<file path="config.mk">
export PLATFORM = sky130hd
export DESIGN_NAME = lfi_regs
export DESIGN_NICKNAME = d
export VERILOG_FILES = /design/src/rtl/lfi_pkg.sv /design/src/rtl/lfi_en_field.sv /design/src/rtl/lfi_fault_flag.sv /design/src/rtl/lfi_regs.sv
export SDC_FILE = /design/constraint.sdc
export NUM_CORES = 1
export LEC_CHECK = 0
export BUFFER_PORTS_ARGS = -buffer_cell sky130_fd_sc_hd__buf_2
export CAP_MARGIN = 20
export CORE_ASPECT_RATIO = 1.75
export CORE_MARGIN = 2
export CORE_UTILIZATION = 48
export CTS_CLUSTER_SIZE = 28
export DETAILED_ROUTE_END_ITERATION = 8
export HOLD_SLACK_MARGIN = 0.03
export PLACE_DENSITY = 0.79
export SETUP_SLACK_MARGIN = 0.5
export SLEW_MARGIN = 20
export SYNTH_ARGS = -nofsm -noshare
export SYNTH_HDL_FRONTEND = slang
export SYNTH_SLANG_ARGS = --single-unit
</file>
<file path="constraint.sdc">
create_clock -name clk_i -period 1.9 [get_ports clk_i]
set_clock_uncertainty 0.05 [all_clocks]
set_input_delay 0.19 -clock clk_i [delete_from_list [all_inputs] [get_ports clk_i]]
set_output_delay 0.19 -clock clk_i [all_outputs]
set_load 0.02 [all_outputs]
</file>
<file path="src/rtl/lfi_pkg.sv">
/*
  Shared constants of the LED driver fault interrupt register block:
  register indices, field positions, reset values and enable codes.
  Assumes a 32-bit classic Wishbone slave with byte addresses.
*/
package lfi_pkg;

  // Register indices; byte address is four times the index
  localparam logic [7:0] LFI_IDX_LED_EN   = 8'h0c;
  localparam logic [7:0] LFI_IDX_SUPPLY   = 8'h0e;
  localparam logic [7:0] LFI_IDX_LED_EVT  = 8'h20;
  localparam logic [7:0] LFI_IDX_SUP_MASK = 8'h21;

  // Enable field write commands and read codes
  localparam logic [1:0] LFI_EN_CMD_OFF   = 2'h1;
  localparam logic [1:0] LFI_EN_CMD_ON    = 2'h3;
  localparam logic [1:0] LFI_EN_RD_OFF    = 2'h0;
  localparam logic [1:0] LFI_EN_RD_ON     = 2'h2;

  // Enable field slots (field k sits at bits 2k+1:2k)
  localparam int         LFI_EN_GLOBAL    = 3;
  localparam int         LFI_EN_TIMEOUT   = 2;
  localparam int         LFI_EN_STRING    = 1;
  localparam int         LFI_EN_LED       = 0;
  localparam int         LFI_EN_FIELDS    = 4;

  // Supply fault slots: status at 2k+1, clear at 2k
  localparam int         LFI_SUP_CHECKSUM = 7;
  localparam int         LFI_SUP_SYNCCLK  = 6;
  localparam int         LFI_SUP_PUMP     = 5;
  localparam int         LFI_SUP_PUMPCAP  = 4;
  localparam int         LFI_SUP_IN_OC    = 3;
  localparam int         LFI_SUP_CORE_UV  = 2;
  localparam int         LFI_SUP_IN_OV    = 1;
  localparam int         LFI_SUP_IN_UV    = 0;
  localparam int         LFI_SUP_FAULTS   = 8;

  // LED event slots of the event status register
  localparam int         LFI_EVT_TIMEOUT  = 2;
  localparam int         LFI_EVT_STRING   = 1;
  localparam int         LFI_EVT_LED      = 0;
  localparam int         LFI_LED_EVENTS   = 3;

  // Reset values
  localparam logic [15:0] LFI_RST_LED_EN   = 16'h00aa;
  localparam logic [15:0] LFI_RST_SUPPLY   = 16'h0000;
  localparam logic [7:0]  LFI_RST_SUP_MASK = 8'hff;
  localparam logic        LFI_RST_EN_BIT   = 1'b1;

  // Byte address of a register index
  function automatic logic [7:0] lfi_byte_addr(input logic [7:0] idx);
    lfi_byte_addr = {idx[5:0], 2'b00};
  endfunction

endpackage

</file>
<file path="src/rtl/lfi_en_field.sv">
/*
  One two-bit interrupt enable field with command style writes.
  Assumes the write strobe is a single-cycle pulse on clk_i.
*/
`timescale 1ns/100ps
module lfi_en_field
  import lfi_pkg::*;
#(
  parameter logic RST_VAL = 1'b1
)
(
  input  wire logic       clk_i,
  input  wire logic       rst_i,
  input  wire logic       wr_i,
  input  wire logic [1:0] wdata_i,
  output logic            en_o,
  output logic [1:0]      rdata_o
);

  always_ff @(posedge clk_i)
  begin
    if (rst_i)
      en_o <= RST_VAL;
    else if (wr_i && wdata_i == LFI_EN_CMD_ON)
      en_o <= 1'b1; // RULE_01
    else if (wr_i && wdata_i == LFI_EN_CMD_OFF)
      en_o <= 1'b0; // RULE_01
  end

  // Codes 0h and 2h fall through and hold the state
  assign rdata_o = en_o ? LFI_EN_RD_ON : LFI_EN_RD_OFF; // RULE_02

endmodule

</file>
<file path="src/rtl/lfi_fault_flag.sv">
/*
  One recorded fault with its paired status and clear write bits.
  Assumes the fault input is already synchronised to clk_i.
*/
`timescale 1ns/100ps
module lfi_fault_flag
(
  input  wire logic       clk_i,
  input  wire logic       rst_i,
  input  wire logic       fault_i,
  input  wire logic       wr_i,
  input  wire logic [1:0] pair_i,
  output logic            flag_o
);

  always_ff @(posedge clk_i)
  begin
    if (rst_i)
      flag_o <= 1'b0; // RULE_08
    else if (fault_i)
      flag_o <= 1'b1;
    else if (wr_i && pair_i == 2'b11)
      flag_o <= 1'b0; // RULE_09
  end

endmodule

</file>
<file path="src/rtl/lfi_regs.sv">
/*
  Fault interrupt register block of an LED driver: LED interrupt enables,
  supply fault status with paired clears, LED event status and supply
  mask, one level interrupt output.
  Assumes a classic Wishbone master on clk_i and fault detector levels
  arriving asynchronously.
*/
// Implementation choice: the Wishbone slave port.
`timescale 1ns/100ps
// Operation
// RULE_01 - Enable field write: 1h disables, 3h enables the interrupt.
// RULE_02 - Enable field reads 0h when disabled, 2h when enabled.
// RULE_03 - Global enable at bits 7-6, enabled after reset.
// RULE_04 - Serial bus timeout enable at bits 5-4, enabled after reset.
// RULE_05 - Bad string configuration enable at bits 3-2, enabled at reset.
// RULE_06 - One LED fault enable at bits 1-0, enabled after reset.
// RULE_07 - Enable register bits 15-8 reserved, zero, no function.
// RULE_08 - Supply status bit reads 1 when fault recorded, resets to 0.
// RULE_09 - Writing status and clear bit together clears fault and pin.
// RULE_10 - Checksum fault status bit 15, clear bit 14.
// RULE_11 - Missing sync clock fault status bit 13, clear bit 12.
// RULE_12 - Pump fault 11/10, missing pump capacitor 9/8.
// RULE_13 - Low byte: over-current, core UV, input OV, input UV pairs.
// RULE_14 - Writing only one bit of a pair changes nothing.
// RULE_15 - Pin asserts only with global enable and an enabled fault.
// RULE_16 - Enable field writes of 0h or 2h hold the state.
module lfi_regs
  import lfi_pkg::*;
(
  input  wire logic        clk_i,
  input  wire logic        rst_i,
  input  wire logic        wb_cyc_i,
  input  wire logic        wb_stb_i,
  input  wire logic        wb_we_i,
  input  wire logic [7:0]  wb_adr_i,
  input  wire logic [3:0]  wb_sel_i,
  input  wire logic [31:0] wb_dat_i,
  output logic      [31:0] wb_dat_o,
  output logic             wb_ack_o,
  input  wire logic [7:0]  supply_fault_i,
  input  wire logic [2:0]  led_event_i,
  output logic             irq_o
);

  logic [7:0]  sup_meta;
  logic [7:0]  sup_sync;
  logic [2:0]  evt_meta;
  logic [2:0]  evt_sync;
  logic        req;
  logic        wr_now;
  logic        hit_led_en;
  logic        hit_supply;
  logic        hit_evt;
  logic        hit_mask;
  logic        wr_lo;
  logic [3:0]  en_bits;
  logic [7:0]  en_rd;
  logic [7:0]  sup_flags;
  logic [15:0] sup_rd;
  logic [2:0]  evt_flags;
  logic [7:0]  sup_mask;
  logic [2:0]  evt_en;
  logic [31:0] next_rdata;
  logic        next_irq;

  // Input synchronisers
  always_ff @(posedge clk_i)
  begin
    if (rst_i)
    begin
      sup_meta <= 8'h00;
      sup_sync <= 8'h00;
      evt_meta <= 3'h0;
      evt_sync <= 3'h0;
    end
    else
    begin
      sup_meta <= supply_fault_i;
      sup_sync <= sup_meta;
      evt_meta <= led_event_i;
      evt_sync <= evt_meta;
    end
  end

  // Bus decode
  assign req        = wb_cyc_i & wb_stb_i;
  assign wr_now     = req & wb_we_i & wb_ack_o;
  assign hit_led_en = wb_adr_i == lfi_byte_addr(LFI_IDX_LED_EN);
  assign hit_supply = wb_adr_i == lfi_byte_addr(LFI_IDX_SUPPLY);
  assign hit_evt    = wb_adr_i == lfi_byte_addr(LFI_IDX_LED_EVT);
  assign hit_mask   = wb_adr_i == lfi_byte_addr(LFI_IDX_SUP_MASK);
  assign wr_lo      = wr_now & wb_sel_i[0];

  always_ff @(posedge clk_i)
  begin
    if (rst_i)
      wb_ack_o <= 1'b0;
    else
      wb_ack_o <= req & ~wb_ack_o;
  end

  // LED interrupt enable fields, all in the low byte
  genvar k;
  generate
    for (k = 0; k < LFI_EN_FIELDS; k++)
    begin : g_en
      lfi_en_field #(
        .RST_VAL (LFI_RST_EN_BIT)
      ) u_field (
        .clk_i   (clk_i),
        .rst_i   (rst_i),
        .wr_i    (wr_lo & hit_led_en), // RULE_16
        .wdata_i (wb_dat_i[2*k+1 -: 2]),
        .en_o    (en_bits[k]),
        .rdata_o (en_rd[2*k+1 -: 2])
      );
    end
  endgenerate

  assign evt_en[LFI_EVT_TIMEOUT] = en_bits[LFI_EN_TIMEOUT]; // RULE_04
  assign evt_en[LFI_EVT_STRING]  = en_bits[LFI_EN_STRING]; // RULE_05
  assign evt_en[LFI_EVT_LED]     = en_bits[LFI_EN_LED]; // RULE_06

  // Supply faults: pair k holds status 2k+1 and clear 2k
  generate
    for (k = 0; k < LFI_SUP_FAULTS; k++)
    begin : g_sup
      lfi_fault_flag u_flag (
        .clk_i   (clk_i),
        .rst_i   (rst_i),
        .fault_i (sup_sync[k]),
        .wr_i    (wr_now & hit_supply & wb_sel_i[k/4]), // RULE_14
        .pair_i  (wb_dat_i[2*k+1 -: 2]), // RULE_09
        .flag_o  (sup_flags[k])
      );
      assign sup_rd[2*k+1] = sup_flags[k]; // RULE_10 RULE_11 RULE_12 RULE_13
      assign sup_rd[2*k]   = 1'b0;
    end
  endgenerate

  // LED event status, write one to clear, new event wins
  always_ff @(posedge clk_i)
  begin
    if (rst_i)
      evt_flags <= 3'h0;
    else if (wr_lo && hit_evt)
      evt_flags <= (evt_flags & ~wb_dat_i[2:0]) | evt_sync;
    else
      evt_flags <= evt_flags | evt_sync;
  end

  // Supply fault mask, one bit per pair
  always_ff @(posedge clk_i)
  begin
    if (rst_i)
      sup_mask <= LFI_RST_SUP_MASK;
    else if (wr_lo && hit_mask)
      sup_mask <= wb_dat_i[7:0];
  end

  // Read data
  always_comb
  begin
    next_rdata = 32'h0000_0000;
    if (hit_led_en)
      next_rdata[7:0] = en_rd; // RULE_02 RULE_03 RULE_07
    else if (hit_supply)
      next_rdata[15:0] = sup_rd;
    else if (hit_evt)
      next_rdata[2:0] = evt_flags;
    else if (hit_mask)
      next_rdata[7:0] = sup_mask;
  end

  always_ff @(posedge clk_i)
  begin
    if (rst_i)
      wb_dat_o <= 32'h0000_0000;
    else if (req && !wb_ack_o && !wb_we_i)
      wb_dat_o <= next_rdata;
  end

  // Interrupt pin
  assign next_irq = en_bits[LFI_EN_GLOBAL] &
                    (|(sup_flags & sup_mask) | |(evt_flags & evt_en)); // RULE_15

  always_ff @(posedge clk_i)
  begin
    if (rst_i)
      irq_o <= 1'b0;
    else
      irq_o <= next_irq;
  end

  logic [7:0] pair_wr_one;
  always_comb
  begin
    pair_wr_one = 8'h00;
    for (int i = 0; i < LFI_SUP_FAULTS; i++)
      pair_wr_one[i] = wb_dat_i[2*i+1] ^ wb_dat_i[2*i];
  end
endmodule

</file>
* Yosys cells after proc, flatten, opt, wreduce, memory -nomap -nowiden
Index checks and enable logic that the tools add are counted.
** Word-level totals
- Memory bits (writable) :: 0
- Memories :: 0
- Output and inout bits :: 34
- Bits in registers :: 63
- Latch bits :: 0
- ROM bits :: 0
** Operators by class
- Mux-type cells :: 28
- Magnitude comparators :: 0
- Equality and inequality tests :: 16
- Add/subtract/negate cells :: 0
- Bitwise logic cells :: 18
- Shift-type cells :: 0
- Div/mod/pow operators :: 0
- $mul :: 0
- Reduce and logical (&&, ||, !) cells :: 36
** Operators by type and width (number)
- $mux 8 :: 5
- $logic_and 1x1->1 :: 20
- $eq 2x2->1 const B :: 8
- $eq 8x6->1 const B :: 2
- $eq 8x8->1 const B :: 2
- $mux 1 :: 16
- $reduce_bool 2->1 :: 8
- $and 1x1->1 :: 10
- $and 8x8->8 :: 1
- $eq 2x1->1 const B :: 4
- $mux 2 :: 4
- $reduce_or 2->1 :: 4
- $reduce_or 8->1 :: 1
- $and 3x3->3 :: 2
- $mux 3 :: 2
- $or 3x3->3 :: 2
- $mux 5 :: 1
- $not 3->3 :: 1
- $reduce_or 3->1 :: 1
- $logic_not 1->1 :: 2
- $not 1->1 :: 1
- $or 1x1->1 :: 1

* Longest topological paths before layout
Gate-level depths: netlist (run 1).
- Depth in word-level cells :: 8
- Gate-level depth with buffers :: 6
- Mapped depth without buffers :: 4

* Cells and area by module
Synthesis (run 1) repeated with hierarchy kept, for this count alone.
** Second synthesis, totals
- Cells, all modules :: 262
- Area, all modules :: 2563.7 um^2
** By module, submodules not included
- lfi_regs :: cells each 206, area an instance 1988.2 um^2, instances 1
- lfi_fault_flag :: cells each 4, area an instance 43.8 um^2, instances 8
- lfi_en_field :: cells each 6, area an instance 56.3 um^2, instances 4

* Worst setup path before layout (run 1)
Ideal clock, no wire load.
- Kind :: register -> register
- From :: register wb_ack_o
- To :: register evt_flags[0]
- Stages on the path, launching flop included :: 6
- Buffers on the path :: 1
- Period minus slack after synthesis :: 1.589 ns
- Slack :: 0.311 ns
- Arrival time :: 1.404 ns
- Cell sequence :: dfxtp_1 > and4_1 > and2_1 > buf_2 > nor3b_1 > a311oi_1
** Between the ends
- Longest elaborated chain between the ends :: 4
** Ends and longest elaborated chain
- from (decl) :: RTL line lfi_regs.sv:39 : output logic wb_ack_o,
- from (signal assigned) :: RTL line lfi_regs.sv:99 : wb_ack_o <= req & ~wb_ack_o;
- $and 1x1->1 :: RTL line lfi_regs.sv:87 : assign wr_now = req & wb_we_i & wb_ack_o;
- $and 1x1->1 :: RTL line lfi_regs.sv:92 : assign wr_lo = wr_now & wb_sel_i[0];
- $logic_and 1x1->1 :: RTL line lfi_regs.sv:146 : else if (wr_lo && hit_evt)
- $mux 3 :: RTL line lfi_regs.sv:146
- to (signal assigned) :: RTL line lfi_regs.sv:147 : evt_flags <= (evt_flags & ~wb_dat_i[2:0]) | evt_sync;
- to (signal assigned) :: RTL line lfi_regs.sv:149 : evt_flags <= evt_flags | evt_sync;
- to (decl) :: RTL line lfi_regs.sv:60 : logic [2:0] evt_flags;
Every way passes these cells.
A chain may end at the register's enable or synchronous reset.

* Worst setup path in the final report (run 1)
- From :: register wb_ack_o
- To :: register g_en[3].u_field.en_o
** Between the ends
- Longest elaborated chain between the ends :: 5
- Elaborated cells between the ends (all ways) :: 6
- Classes of those cells :: bitwise: 3; reduce/logical: 3
** Ends and longest elaborated chain
- $and 1x1->1 * :: RTL line lfi_regs.sv:87
- $and 1x1->1 * :: RTL line lfi_regs.sv:92
- $and 1x1->1 * :: RTL line lfi_regs.sv:112 : .wr_i (wr_lo & hit_led_en),
- $logic_and 1x1->1 :: RTL line lfi_en_field.sv:24 : else if (wr_i && wdata_i == LFI_EN_CMD_ON)
- $reduce_or 2->1 (no source line)
- to (signal assigned) :: RTL line lfi_en_field.sv:23 : en_o <= RST_VAL;
- to (signal assigned) :: RTL line lfi_en_field.sv:25 : en_o <= 1'b1;
- to (signal assigned) :: RTL line lfi_en_field.sv:27 : en_o <= 1'b0;
- to (decl) :: RTL line lfi_en_field.sv:16 : output logic en_o,
Every way passes the cells marked *; elsewhere a longest branch is shown, timed or not.

==> results of run 1 <==
## worst paths after layout
check         startpoint                     end
max reg2reg     wb_ack_o    g_en[3].u_field.en_o
min             wb_stb_i                wb_ack_o
max             wb_ack_o    g_en[3].u_field.en_o
min reg2reg  sup_sync[1]  g_sup[1].u_flag.flag_o
## worst max-delay path: cells and delay by family, from the launching register on
family | cells | cell delay (ns)
AO/OA/AOI/OAI | 2 | 0.34
AND/OR/NAND/NOR | 2 | 0.54
flip-flops | 1 | 0.36
## cells in the mapped netlist (6+ instances only)
cell      instances  area, sq um
buf_4            21          158
nand2_1          14         52.6
mux2i_1           7         70.1
nor2_1            9         33.8
clkbuf_1          7         26.3
inv_1            19         71.3
o21ai_0          18         90.1
a22o_1            6         52.6
nor2b_1          22          138
a31oi_1           8         50.1
dfxtp_1          59         1180
a21oi_1          10         50.1
## final cells by class
class / count / area (sq um)
Clock buffer: 15 / 176
Clock inverter: 1 / 30.0
Fill cell: 413 / 1690
Inverter: 19 / 71.3
Multi-Input combinational cell: 157 / 1030
Sequential cell: 59 / 1180
Tap cell: 52 / 65.1
Timing Repair Buffer: 76 / 460
## layout by cell type (no fill, tap or decap), types with 3 or more instances in the layout
cell / n
dfxtp_1: 58
buf_2: 55
nor2b_1: 22
conb_1: 20
inv_1: 19
o21ai_0: 16
nand2_1: 14
clkbuf_8: 12
dlygate4sd3_1: 11
a21oi_1: 10
buf_4: 10
nor2_1: 9
a31oi_1: 8
mux2i_1: 7
a22o_1: 6
nand3_1: 4
a311o_1: 4
nor3_1: 3
a221o_1: 3
a311oi_1: 3
a21boi_2: 3
clkbuf_1: 3
## cell families (layout without fill, tap and decap cells)
group / Yosys count / in the layout / synth area share
and+or+nand+nor: 69 / 69 / 0.175
AOI/OAI and AO/OA: 61 / 61 / 0.175
DFF: 59 / 59 / 0.502
buffers and inverters: 51 / 111 / 0.117
muxes: 7 / 7 / 0.0298
other: 1 / 20 / 0.00159
## power groups by stage
stage	clock, W	sequential [W]	combinational (W)
2_1_floorplan	0	0.00132	0.000160
3_3_place_gp	0	0.00132	0.000204
3_5_place_dp	0	0.00132	0.000209
4_1_cts	0.00118	0.00129	0.000228
5_1_grt	0.00122	0.00130	0.000263
6_report	0.00115	0.00129	0.000237
## stage by stage
stage / cell area (sq um) / instances / utilization
final: 3020 / 379 / 0.641
after global placement: 2620 / 348 / 0.557
after floorplan: 2450 / 267 / -
after detailed placement: 2620 / 348 / 0.557
after global routing: 3020 / 379 / 0.641
after CTS: 2960 / 375 / 0.628
## timing repair
action | CTS | global route
resized for setup | 7 | 10
hold buffers | 11 | 0
setup endpoints to repair | 18 | 28
gates cloned | 0 | 0
setup buffers | 0 | 4
pin swaps | 0 | 6
endpoints found under the hold margin | 11 | 0
## registers in the layout (all words and copies together) (netlist names)
name and count:
evt_flags 3, evt_meta 3, evt_sync 3, g_en.u_field.en_o 4, g_sup.u_flag.flag_o 8, irq_o 1
sup_mask 8, sup_meta 8, sup_sync 8, wb_ack_o 1, wb_dat_o 12
## per-layer routing
layer | vias to the layer above | share of wire | GRT usage
li1 | 975 | - | -
met1 | 880 | 0.39 | 0.191
met2 | 70 | 0.52 | 0.324
met3 | 19 | 0.054 | 0.0521
met4 | 0 | 0.040 | 0.131
met5 | - | 0 | 0
==> results.json, run 1 <==
{
  "worst_setup_path_end_kind": "flip-flop",
  "antenna_found_initial": 0,
  "pwr_density_cell_mw_per_mm2": 888,
  "cts_root_buf": "clkbuf_8",
  "ys_types": 37,
  "grt_pass1_vias": 1848,
  "synth_seq_area_share": 0.502,
  "path_clk_slew_ns": 0.06,
  "post-route-min-period_ns": 1.41,
  "cts_buffers": 9,
  "tns_ns": 0,
  "hold_viol": 0,
  "synth-async-reset-ratio": 0,
  "cp_cell_sequence": "and4_4, and4_4, a21boi_1, a311o_1",
  "ir_drop_v": 0.000662,
  "syn-cell-area_sq_mm": 0.00235,
  "antenna_cells": 0,
  "cap_viol_max_count": 0,
  "fin_ws_ns": 0.485,
  "first_pass_iters": 4,
  "rsz0062_at_grt": "true",
  "cp-start-kind": "flip-flop",
  "drc": 0,
  "routed_via_density": 5.13,
  "ys_ff_latch": 59,
  "leakage_nw": 1.37,
  "power_frac_clock": 0.429,
  "critPathArrivalTime_ns": 1.58,
  "crit_slowest_cell": "dfxtp_4",
  "clock-sinks": 59,
  "pwr-share-seq": 0.482,
  "yosys_warnings": 0,
  "place_congestion": 0.948,
  "crit_type": "flip-flop to flip-flop",
  "port-buffer-count": 55,
  "ys.flop_type": "dfxtp_1",
  "intPower_w": 0.00210,
  "pre_cts_slack_ns": 0.206,
  "required_ns": 2.06,
  "cp_max_fo": 8,
  "dieArea_sq_mm": 0.00550,
  "crit_top_cell": "and4_4",
  "switching_share": 0.219,
  "cts.path.max_buffers": 2,
  "outcome": "finished clean",
  "die_w_um": 56.9,
  "r2r_setup_slack_ns": 0.49,
  "wire_per_inst_um": 13.2,
  "syn_area_per_cell_sq_um": 9.49,
  "setup_viol_count_final": 0,
  "initial_core_util": 0.500,
  "io_pins": 94,
  "totalWireLength_um": 5010,
  "core_area_sq_mm": 0.00471,
  "drtAntennaViolNets": 0,
  "hold-path-cell-count": 3,
  "grt_first_pass_wirelength_um": 8070,
  "netlist_instances": 248,
  "max_freq_mhz": 707,
  "htreeDepth": 3,
  "synth_edf_count": 0,
  "finalPower_w": 0.00268,
  "max_stage_delay_ns": 0.36,
  "pwr-share-comb": 0.089,
  "cts_tree": "built",
  "grt_max_degree": 25,
  "finalMaxSlewViolations": 0,
  "die_h_um": 96.6,
  "vias": 1944,
  "areaGrowthSynthToFinish_pct": 28.3,
  "overflow": 0,
  "finalCritPeriodShare": 0.745,
  "switchingPower_w": 0.000586,
  "clk_latency_ns": 0.33,
  "hold-worst-slack_ns": 0.0836,
  "grt_usage": 0.189,
  "rows": 33,
  "final_nets": 382,
  "rr_worst_depth": 4,
  "post-dp-hpwl_um": 3600,
  "drt_iter0_drc": 47,
  "hp-class": "input pin to flip-flop",
  "drive_gt1_frac": 0.284
}
(Power assumes the default switching activity.)
==> inputs of run 2 (changes only) <==
--- a/config.mk
+++ b/config.mk
@@ -5,15 +5,16 @@
 export SDC_FILE = /design/constraint.sdc
 export NUM_CORES = 1
 export LEC_CHECK = 0
+export ABC_AREA = 1
 export BUFFER_PORTS_ARGS = -buffer_cell sky130_fd_sc_hd__buf_2
 export CAP_MARGIN = 20
 export CORE_ASPECT_RATIO = 1.75
 export CORE_MARGIN = 2
-export CORE_UTILIZATION = 48
+export CORE_UTILIZATION = 45
 export CTS_CLUSTER_SIZE = 28
 export DETAILED_ROUTE_END_ITERATION = 8
 export HOLD_SLACK_MARGIN = 0.03
-export PLACE_DENSITY = 0.79
+export PLACE_DENSITY = 0.76
 export SETUP_SLACK_MARGIN = 0.5
 export SLEW_MARGIN = 20
 export SYNTH_ARGS = -nofsm -noshare
==> constraint.sdc (replaced) <==
create_clock -name clk_i -period 1.2 [get_ports clk_i]
set_clock_uncertainty 0.05 [all_clocks]
set_input_delay 0.12 -clock clk_i [delete_from_list [all_inputs] [get_ports clk_i]]
set_output_delay 0.12 -clock clk_i [all_outputs]
set_load 0.02 [all_outputs]
==> run 2 against run 1 <==
  * Die area rose by 19%
  * Register-to-register slack got worse by 0.42 ns
  * Largest power group is now clock
  * Cell area increased by 22%
  * Synthesized cell count grew 40%
  * Non-clock buffer count is 11 higher
  * Power rose by 76%
  * Synthesized area increased by 13%
  * Sequential share of layout area is 6.3 points lower
  * Largest cell class is now multi-input combinational cells
  * Final cell count rose by 37%
  * Combinational power is 110% higher
  * Critical path type unchanged
==> results.json, run 2 <==
{
  "rsz0062_at_grt": "true",
  "ir_drop_v": 0.000721,
  "hold-worst-slack_ns": 0.00950,
  "yosys_warnings": 0,
  "antenna_found_initial": 0,
  "synth_most_common_cell": "nand2_1",
  "place_congestion": 0.882,
  "ys_ff_latch": 59,
  "wire_per_inst_um": 12.2,
  "syn_area_per_cell_sq_um": 7.66,
  "grt_pass1_vias": 2311,
  "seq_area_sq_mm": 0.00121,
  "grt_first_pass_wirelength_um": 10200,
  "drc": 0,
  "clock-sinks": 59,
  "htreeDepth": 3,
  "clk_latency_ns": 0.33,
  "synth_top_cell_by_area": "dfxtp_1",
  "antenna_cells": 0,
  "finalCritPeriodShare": 0.946,
  "cts_root_buf": "clkbuf_8",
  "core_area_sq_mm": 0.00579,
  "dr_wl_met3_um": 297,
  "synth_compound_area_frac": 0.0965,
  "final_nets": 495,
  "drtAntennaViolNets": 0,
  "final_common_cell": "nand2_1",
  "crit_slowest_cell": "dfxtp_4",
  "hp-class": "input pin to flip-flop",
  "port-buffer-count": 55,
  "cap_viol_max_count": 0,
  "grt_max_degree": 21,
  "yosys.area_share.simple": 0.298,
  "netlist_top_cells_count": "nand2_1 (60), dfxtp_1 (59), inv_1 (45)",
  "fill_cells": 510,
  "met2_length_um": 3490,
  "fin_util": 0.635,
  "hold_viol": 0,
  "die_w_um": 62.1,
  "path_clk_slew_ns": 0.07,
  "regMostFlops": "wb_dat_o",
  "cts_hold_buf": 11,
  "areaGrowthSynthToFinish_pct": 38.2,
  "initial_core_util": 0.459,
  "pwr_density_cell_mw_per_mm2": 1280,
  "yosysTopAreaCellShare": 0.444,
  "die_h_um": 106,
  "setup_viol_count_final": 0,
  "max_stage_delay_ns": 0.37,
  "cts_tree": "built",
  "synth-async-reset-ratio": 0,
  "critPathArrivalTime_ns": 1.30,
  "tns_ns": 0,
  "cp_max_fo": 6,
  "highest_layer": "met4",
  "multi_input_area_sq_mm": 0.00125,
  "layout_common_cells": "nand2_1 (56), inv_1 (45), buf_2 (42), dfxtp_1 (38), nor2_1 (33)",
  "drive_gt1_frac": 0.402,
  "synth_top_family_by_area": "simple AND/OR/NAND/NOR gates",
  "required_ns": 1.37,
  "post-dp-hpwl_um": 4490,
  "cts.path.max_buffers": 2,
  "cp_cell_sequence": "nor2_2, nand2_2, buf_8, buf_6, nand2_1, a21oi_1",
  "largest_reg_flops": 12,
  "netlist_instances": 347,
  "worst_setup_path_end_kind": "flip-flop",
  "outcome": "finished clean",
  "post_synth_main_area_contributors": "dfxtp_1 (44%), nand2_1 (8.5%), inv_1 (6.4%), buf_4 (5.9%), nor2_1 (5.8%)",
  "rows": 37,
  "drt_iter0_drc": 89,
  "cp_top_family": "flip-flops",
  "syn-cell-area_sq_mm": 0.00266,
  "drt-met1-wl_um": 2250,
  "post-route-min-period_ns": 1.14,
  "synth_edf_count": 0,
  "first_pass_iters": 5,
  "leakage_nw": 1.76,
  "overflow": 0,
  "ys.flop_type": "dfxtp_1",
  "path_buf_inv": 2,
  "totalWireLength_um": 6310,
  "finalMaxSlewViolations": 0,
  "synth_seq_area_share": 0.444,
  "ys_types": 32,
  "cp-start-kind": "flip-flop",
  "synthAdderAreaFrac": 0,
  "synth-xor-area-share": 0,
  "dieArea_sq_mm": 0.00656,
  "io_pins": 94,
  "synth_mux_area_frac": 0,
  "vias": 2440,
  "crit_type": "flip-flop to flip-flop",
  "max_freq_mhz": 881,
  "routed_via_density": 4.71,
  "cts_buffers": 9,
  "grt_usage": 0.211
}
[run 2: cell types whose count changed in the layout (fill, tap and decap cells not counted), moves of 12 or more]
cell | before | now
buf_2 | 55 | 42
nand3_1 | 4 | 25
buf_6 | 0 | 14
dfxtp_2 | 0 | 20
nor2_1 | 9 | 33
nand2_2 | 0 | 12
dfxtp_1 | 58 | 38
nor2b_1 | 22 | 0
inv_1 | 19 | 45
nand2_1 | 14 | 56
[run 2: where the power goes]
group | switching, W | total [W] | internal (W)
clock network | 0.000792 | 0.00215 | 0.00135
logic | 0.000291 | 0.000497 | 0.000206
registers | 0.0000379 | 0.00207 | 0.00203
total | 0.00112 | 0.00471 | 0.00359
[run 2: path summary, 6_finish.rpt]
path | endpoint | start | slack (ns) | cells after the start
min | sup_mask[5] | wb_dat_i[5] | 0.009 | 3
max reg2reg | wb_dat_o[6] | wb_ack_o | 0.06 | 6
min reg2reg | evt_sync[1] | evt_meta[1] | 0.34 | 2
max | wb_dat_o[6] | wb_ack_o | 0.06 | 6
[run 2: worst reg2reg max path: stages (launching register included)]
cell	delay (ns)
dfxtp_4	0.37
nor2_2	0.10
nand2_2	0.10
buf_8	0.16
buf_6	0.13
nand2_1	0.06
a21oi_1	0.05
[run 2: logic make-up (layout without fill, tap and decap cells)]
logic type	Yosys count	after routing
AOI/OAI and AO/OA	42	42
buffers and inverters	85	159
DFF	59	59
other	1	20
and+or+nand+nor	160	160
[run 2: what timing repair did]
action / CTS / global route
resized for setup: 57 / 18
setup buffers: 4 / 3
hold endpoints to repair: 20 / 3
pin swaps: 13 / 13
endpoints found under the setup margin: 51 / 52
[run 2: layer usage]
metal	GRT usage	vias up
met3	0.0405	22
li1	-	1215
met1	0.209	1102
met5	0	-
met2	0.375	101
met4	0.122	0
[run 2: layout make-up]
cell class	instances	share of cell area
multi-input combinational	222	0.340
timing repair buffer	87	0.174
tap	78	0.0266
sequential	59	0.329
inverter	56	0.0640
clock inverter	5	0.0225
clock buffer	11	0.0443
[run 2: metrics by stage]
stage,instance area (sq um),power [W],std cells,setup slack [ns]
after floorplan,2810,0.00242,366,0.145
after global placement,3060,0.00251,484,0.00984
after detailed placement,3060,0.00252,484,-0.0325
after CTS,3600,0.00474,515,0.0942
after global routing,3670,0.00488,518,0.0158
final,3670,0.00471,518,0.0648
==> inputs of run 3 (changes only) <==
--- a/config.mk
+++ b/config.mk
@@ -8,7 +8,7 @@
 export ABC_AREA = 1
 export BUFFER_PORTS_ARGS = -buffer_cell sky130_fd_sc_hd__buf_2
 export CAP_MARGIN = 20
-export CORE_ASPECT_RATIO = 1.75
+export CORE_ASPECT_RATIO = 0.9
 export CORE_MARGIN = 2
 export CORE_UTILIZATION = 45
 export CTS_CLUSTER_SIZE = 28
==> run 3 against run 2 <==
  * The run now ends with negative hold slack left
  * Combinational power down 3%
  * Core utilization up 0.54 points
  * Cell area down 0.78%
  * Sequential share of layout area up 0.33 points
  * Non-clock buffer count up 4
  * Wire length down 7.9%
  * Via count down 2.6%
  * Setup slack better by 0.0013 ns
  * Worst hold slack worse by 0.018 ns
  * Die area down 0.35%
  * Critical path type unchanged
  * Critical endpoint is now g_en[0].u_field.en_o
  * Largest cell class unchanged
==> results.json, run 3 (synthesized netlist as in run 2, its figures left out) <==
{
  "pre_cts_slack_ns": -0.0312,
  "fill_cells": 487,
  "drt_iter0_drc": 101,
  "rows": 26,
  "fin_ws_ns": 0.0662,
  "drc": 0,
  "antenna_found_initial": 0,
  "grt_pass1_vias": 2220,
  "die_h_um": 76.9,
  "io_pins": 94,
  "cts.path.max_buffers": 2,
  "grt-busiest-layer": "met2",
  "dp.cells": 474,
  "first_pass_iters": 4,
  "layout_common_cells": "nand2_1 (58), inv_1 (44), buf_2 (42), nor2_1 (37), dfxtp_1 (36)",
  "rsz0062_at_grt": "true",
  "areaGrowthSynthToFinish_pct": 37.1,
  "cap_viol_max_count": 0,
  "core_area_sq_mm": 0.00569,
  "pwr_density_cell_mw_per_mm2": 1210,
  "routed_via_density": 4.62,
  "clk_latency_ns": 0.35,
  "initial_core_util": 0.467,
  "hp-start": "wb_dat_i[6]",
  "rr_worst_depth": 5,
  "cp_max_fo": 8,
  "cp-start-kind": "flip-flop",
  "cts_root_buf": "clkbuf_8",
  "die_w_um": 85.0,
  "antenna_cells": 0,
  "final_common_cell": "nand2_1",
  "crit_type": "flip-flop to flip-flop",
  "finalMaxSlewViolations": 0,
  "ir_drop_v": 0.000752,
  "rr_endpoint": "g_en[0].u_field.en_o",
  "drtAntennaViolNets": 0,
  "htreeDepth": 3,
  "drive_gt1_frac": 0.403,
  "grt_first_pass_wirelength_um": 9820,
  "violations": "negative hold slack",
  "grt_usage": 0.190,
  "clock-sinks": 59,
  "vias": 2377,
  "port-buffer-count": 55,
  "overflow": 0,
  "hp-class": "input pin to flip-flop",
  "cts_buffers": 9,
  "grt_max_degree": 24,
  "use_met2": 0.318,
  "min_to": "sup_mask[6]",
  "final_nets": 499,
  "wire_per_inst_um": 11.3,
  "worst_setup_path_end_kind": "flip-flop",
  "hold-worst-slack_ns": -0.00828,
  "hold_viol": 1,
  "place_congestion": 0.858,
  "required_ns": 1.38,
  "met3_usage": 0.0484,
  "rr_startpoint": "wb_ack_o",
  "r2r_setup_slack_ns": 0.07,
  "leakage_nw": 1.75,
  "finalPower_w": 0.00440,
  "finalCritPeriodShare": 0.945,
  "dieArea_sq_mm": 0.00654,
  "post-route-min-period_ns": 1.13,
  "largest_reg_flops": 12,
  "cts_hold_buf": 11,
  "path_clk_slew_ns": 0.06,
  "outcome": "finished with violations",
  "post-dp-hpwl_um": 4080,
  "cts_tree": "built",
  "regMostFlops": "wb_dat_o",
  "critPathArrivalTime_ns": 1.31,
  "totalWireLength_um": 5820,
  "grt_use_met1": 0.228,
  "hold-path-cell-count": 3,
  "finalNonFillerCells": 514,
  "tns_ns": 0,
  "setup_viol_count_final": 0,
  "max_freq_mhz": 882
}
## run 3: cell count changes in the layout (fill, tap and decap cells not counted), sizes merged
cell	delta
clkbuf	+1
dlymetal6s4s	-1
dlygate4sd3	+1
bufinv	-1
buf	+4
## run 3: routing by layer
| layer | vias up | wire length [um] |
|---|---|---|
| met1 | 1060 | 2460 |
| met4 | 0 | 119 |
| li1 | 1227 | - |
| met5 | - | 0 |
| met3 | 16 | 354 |
| met2 | 74 | 2880 |
## run 3: area by class of cell
type	instances	area, sq um	area share
tap	70	87.6	0.0240
sequential	59	1210	0.333
multi-input combinational	222	1250	0.342
clock buffer	12	155	0.0426
timing repair buffer	91	671	0.184
clock inverter	4	48.8	0.0134
inverter	56	224	0.0614
## run 3: how the worst max path moves through the flow
stage           startpoint              endpoint  cells after the start
3_5_place_dp   wb_adr_i[6]           sup_mask[7]                      9
3_3_place_gp   wb_adr_i[6]           sup_mask[7]                      9
5_1_grt           wb_ack_o  g_en[2].u_field.en_o                      5
6_report          wb_ack_o  g_en[0].u_field.en_o                      5
4_1_cts           wb_ack_o  g_en[0].u_field.en_o                      5
2_1_floorplan     wb_ack_o           wb_dat_o[1]                      6
## run 3: where the power goes
| part | leakage (nW) | switching, W | total [W] | internal [W] |
|---|---|---|---|---|
| registers | 0.490 | 0.0000407 | 0.00207 | 0.00203 |
| clock network | 0.106 | 0.000771 | 0.00184 | 0.00107 |
| logic | 1.15 | 0.000281 | 0.000484 | 0.000204 |
## run 3: timing repair
| item | CTS | global route |
|---|---|---|
| buffers inserted | 10 | 3 |
| pin swaps | 18 | 13 |
| resized for setup | 57 | 11 |
| hold endpoints to repair | 20 | 5 |
| endpoints found under the setup margin | 50 | 51 |
## run 3: worst max-delay path, cell delays in order, from the launching register on
cell	delay, ns
dfxtp_4	0.39
nand3_4	0.15
inv_8	0.13
nand2_8	0.07
o21ai_2	0.15
nand3_1	0.07
## run 3: stage by stage
| step | utilization | hold WS [ns] | area, sq um |
|---|---|---|---|
| floorplan | - | 0.177 | 2810 |
| global placement | 0.535 | 0.273 | 3050 |
| detailed placement | 0.535 | 0.275 | 3050 |
| CTS | 0.631 | -0.0229 | 3590 |
| global route | 0.640 | 0.00701 | 3640 |
| finish | 0.640 | -0.00828 | 3640 |
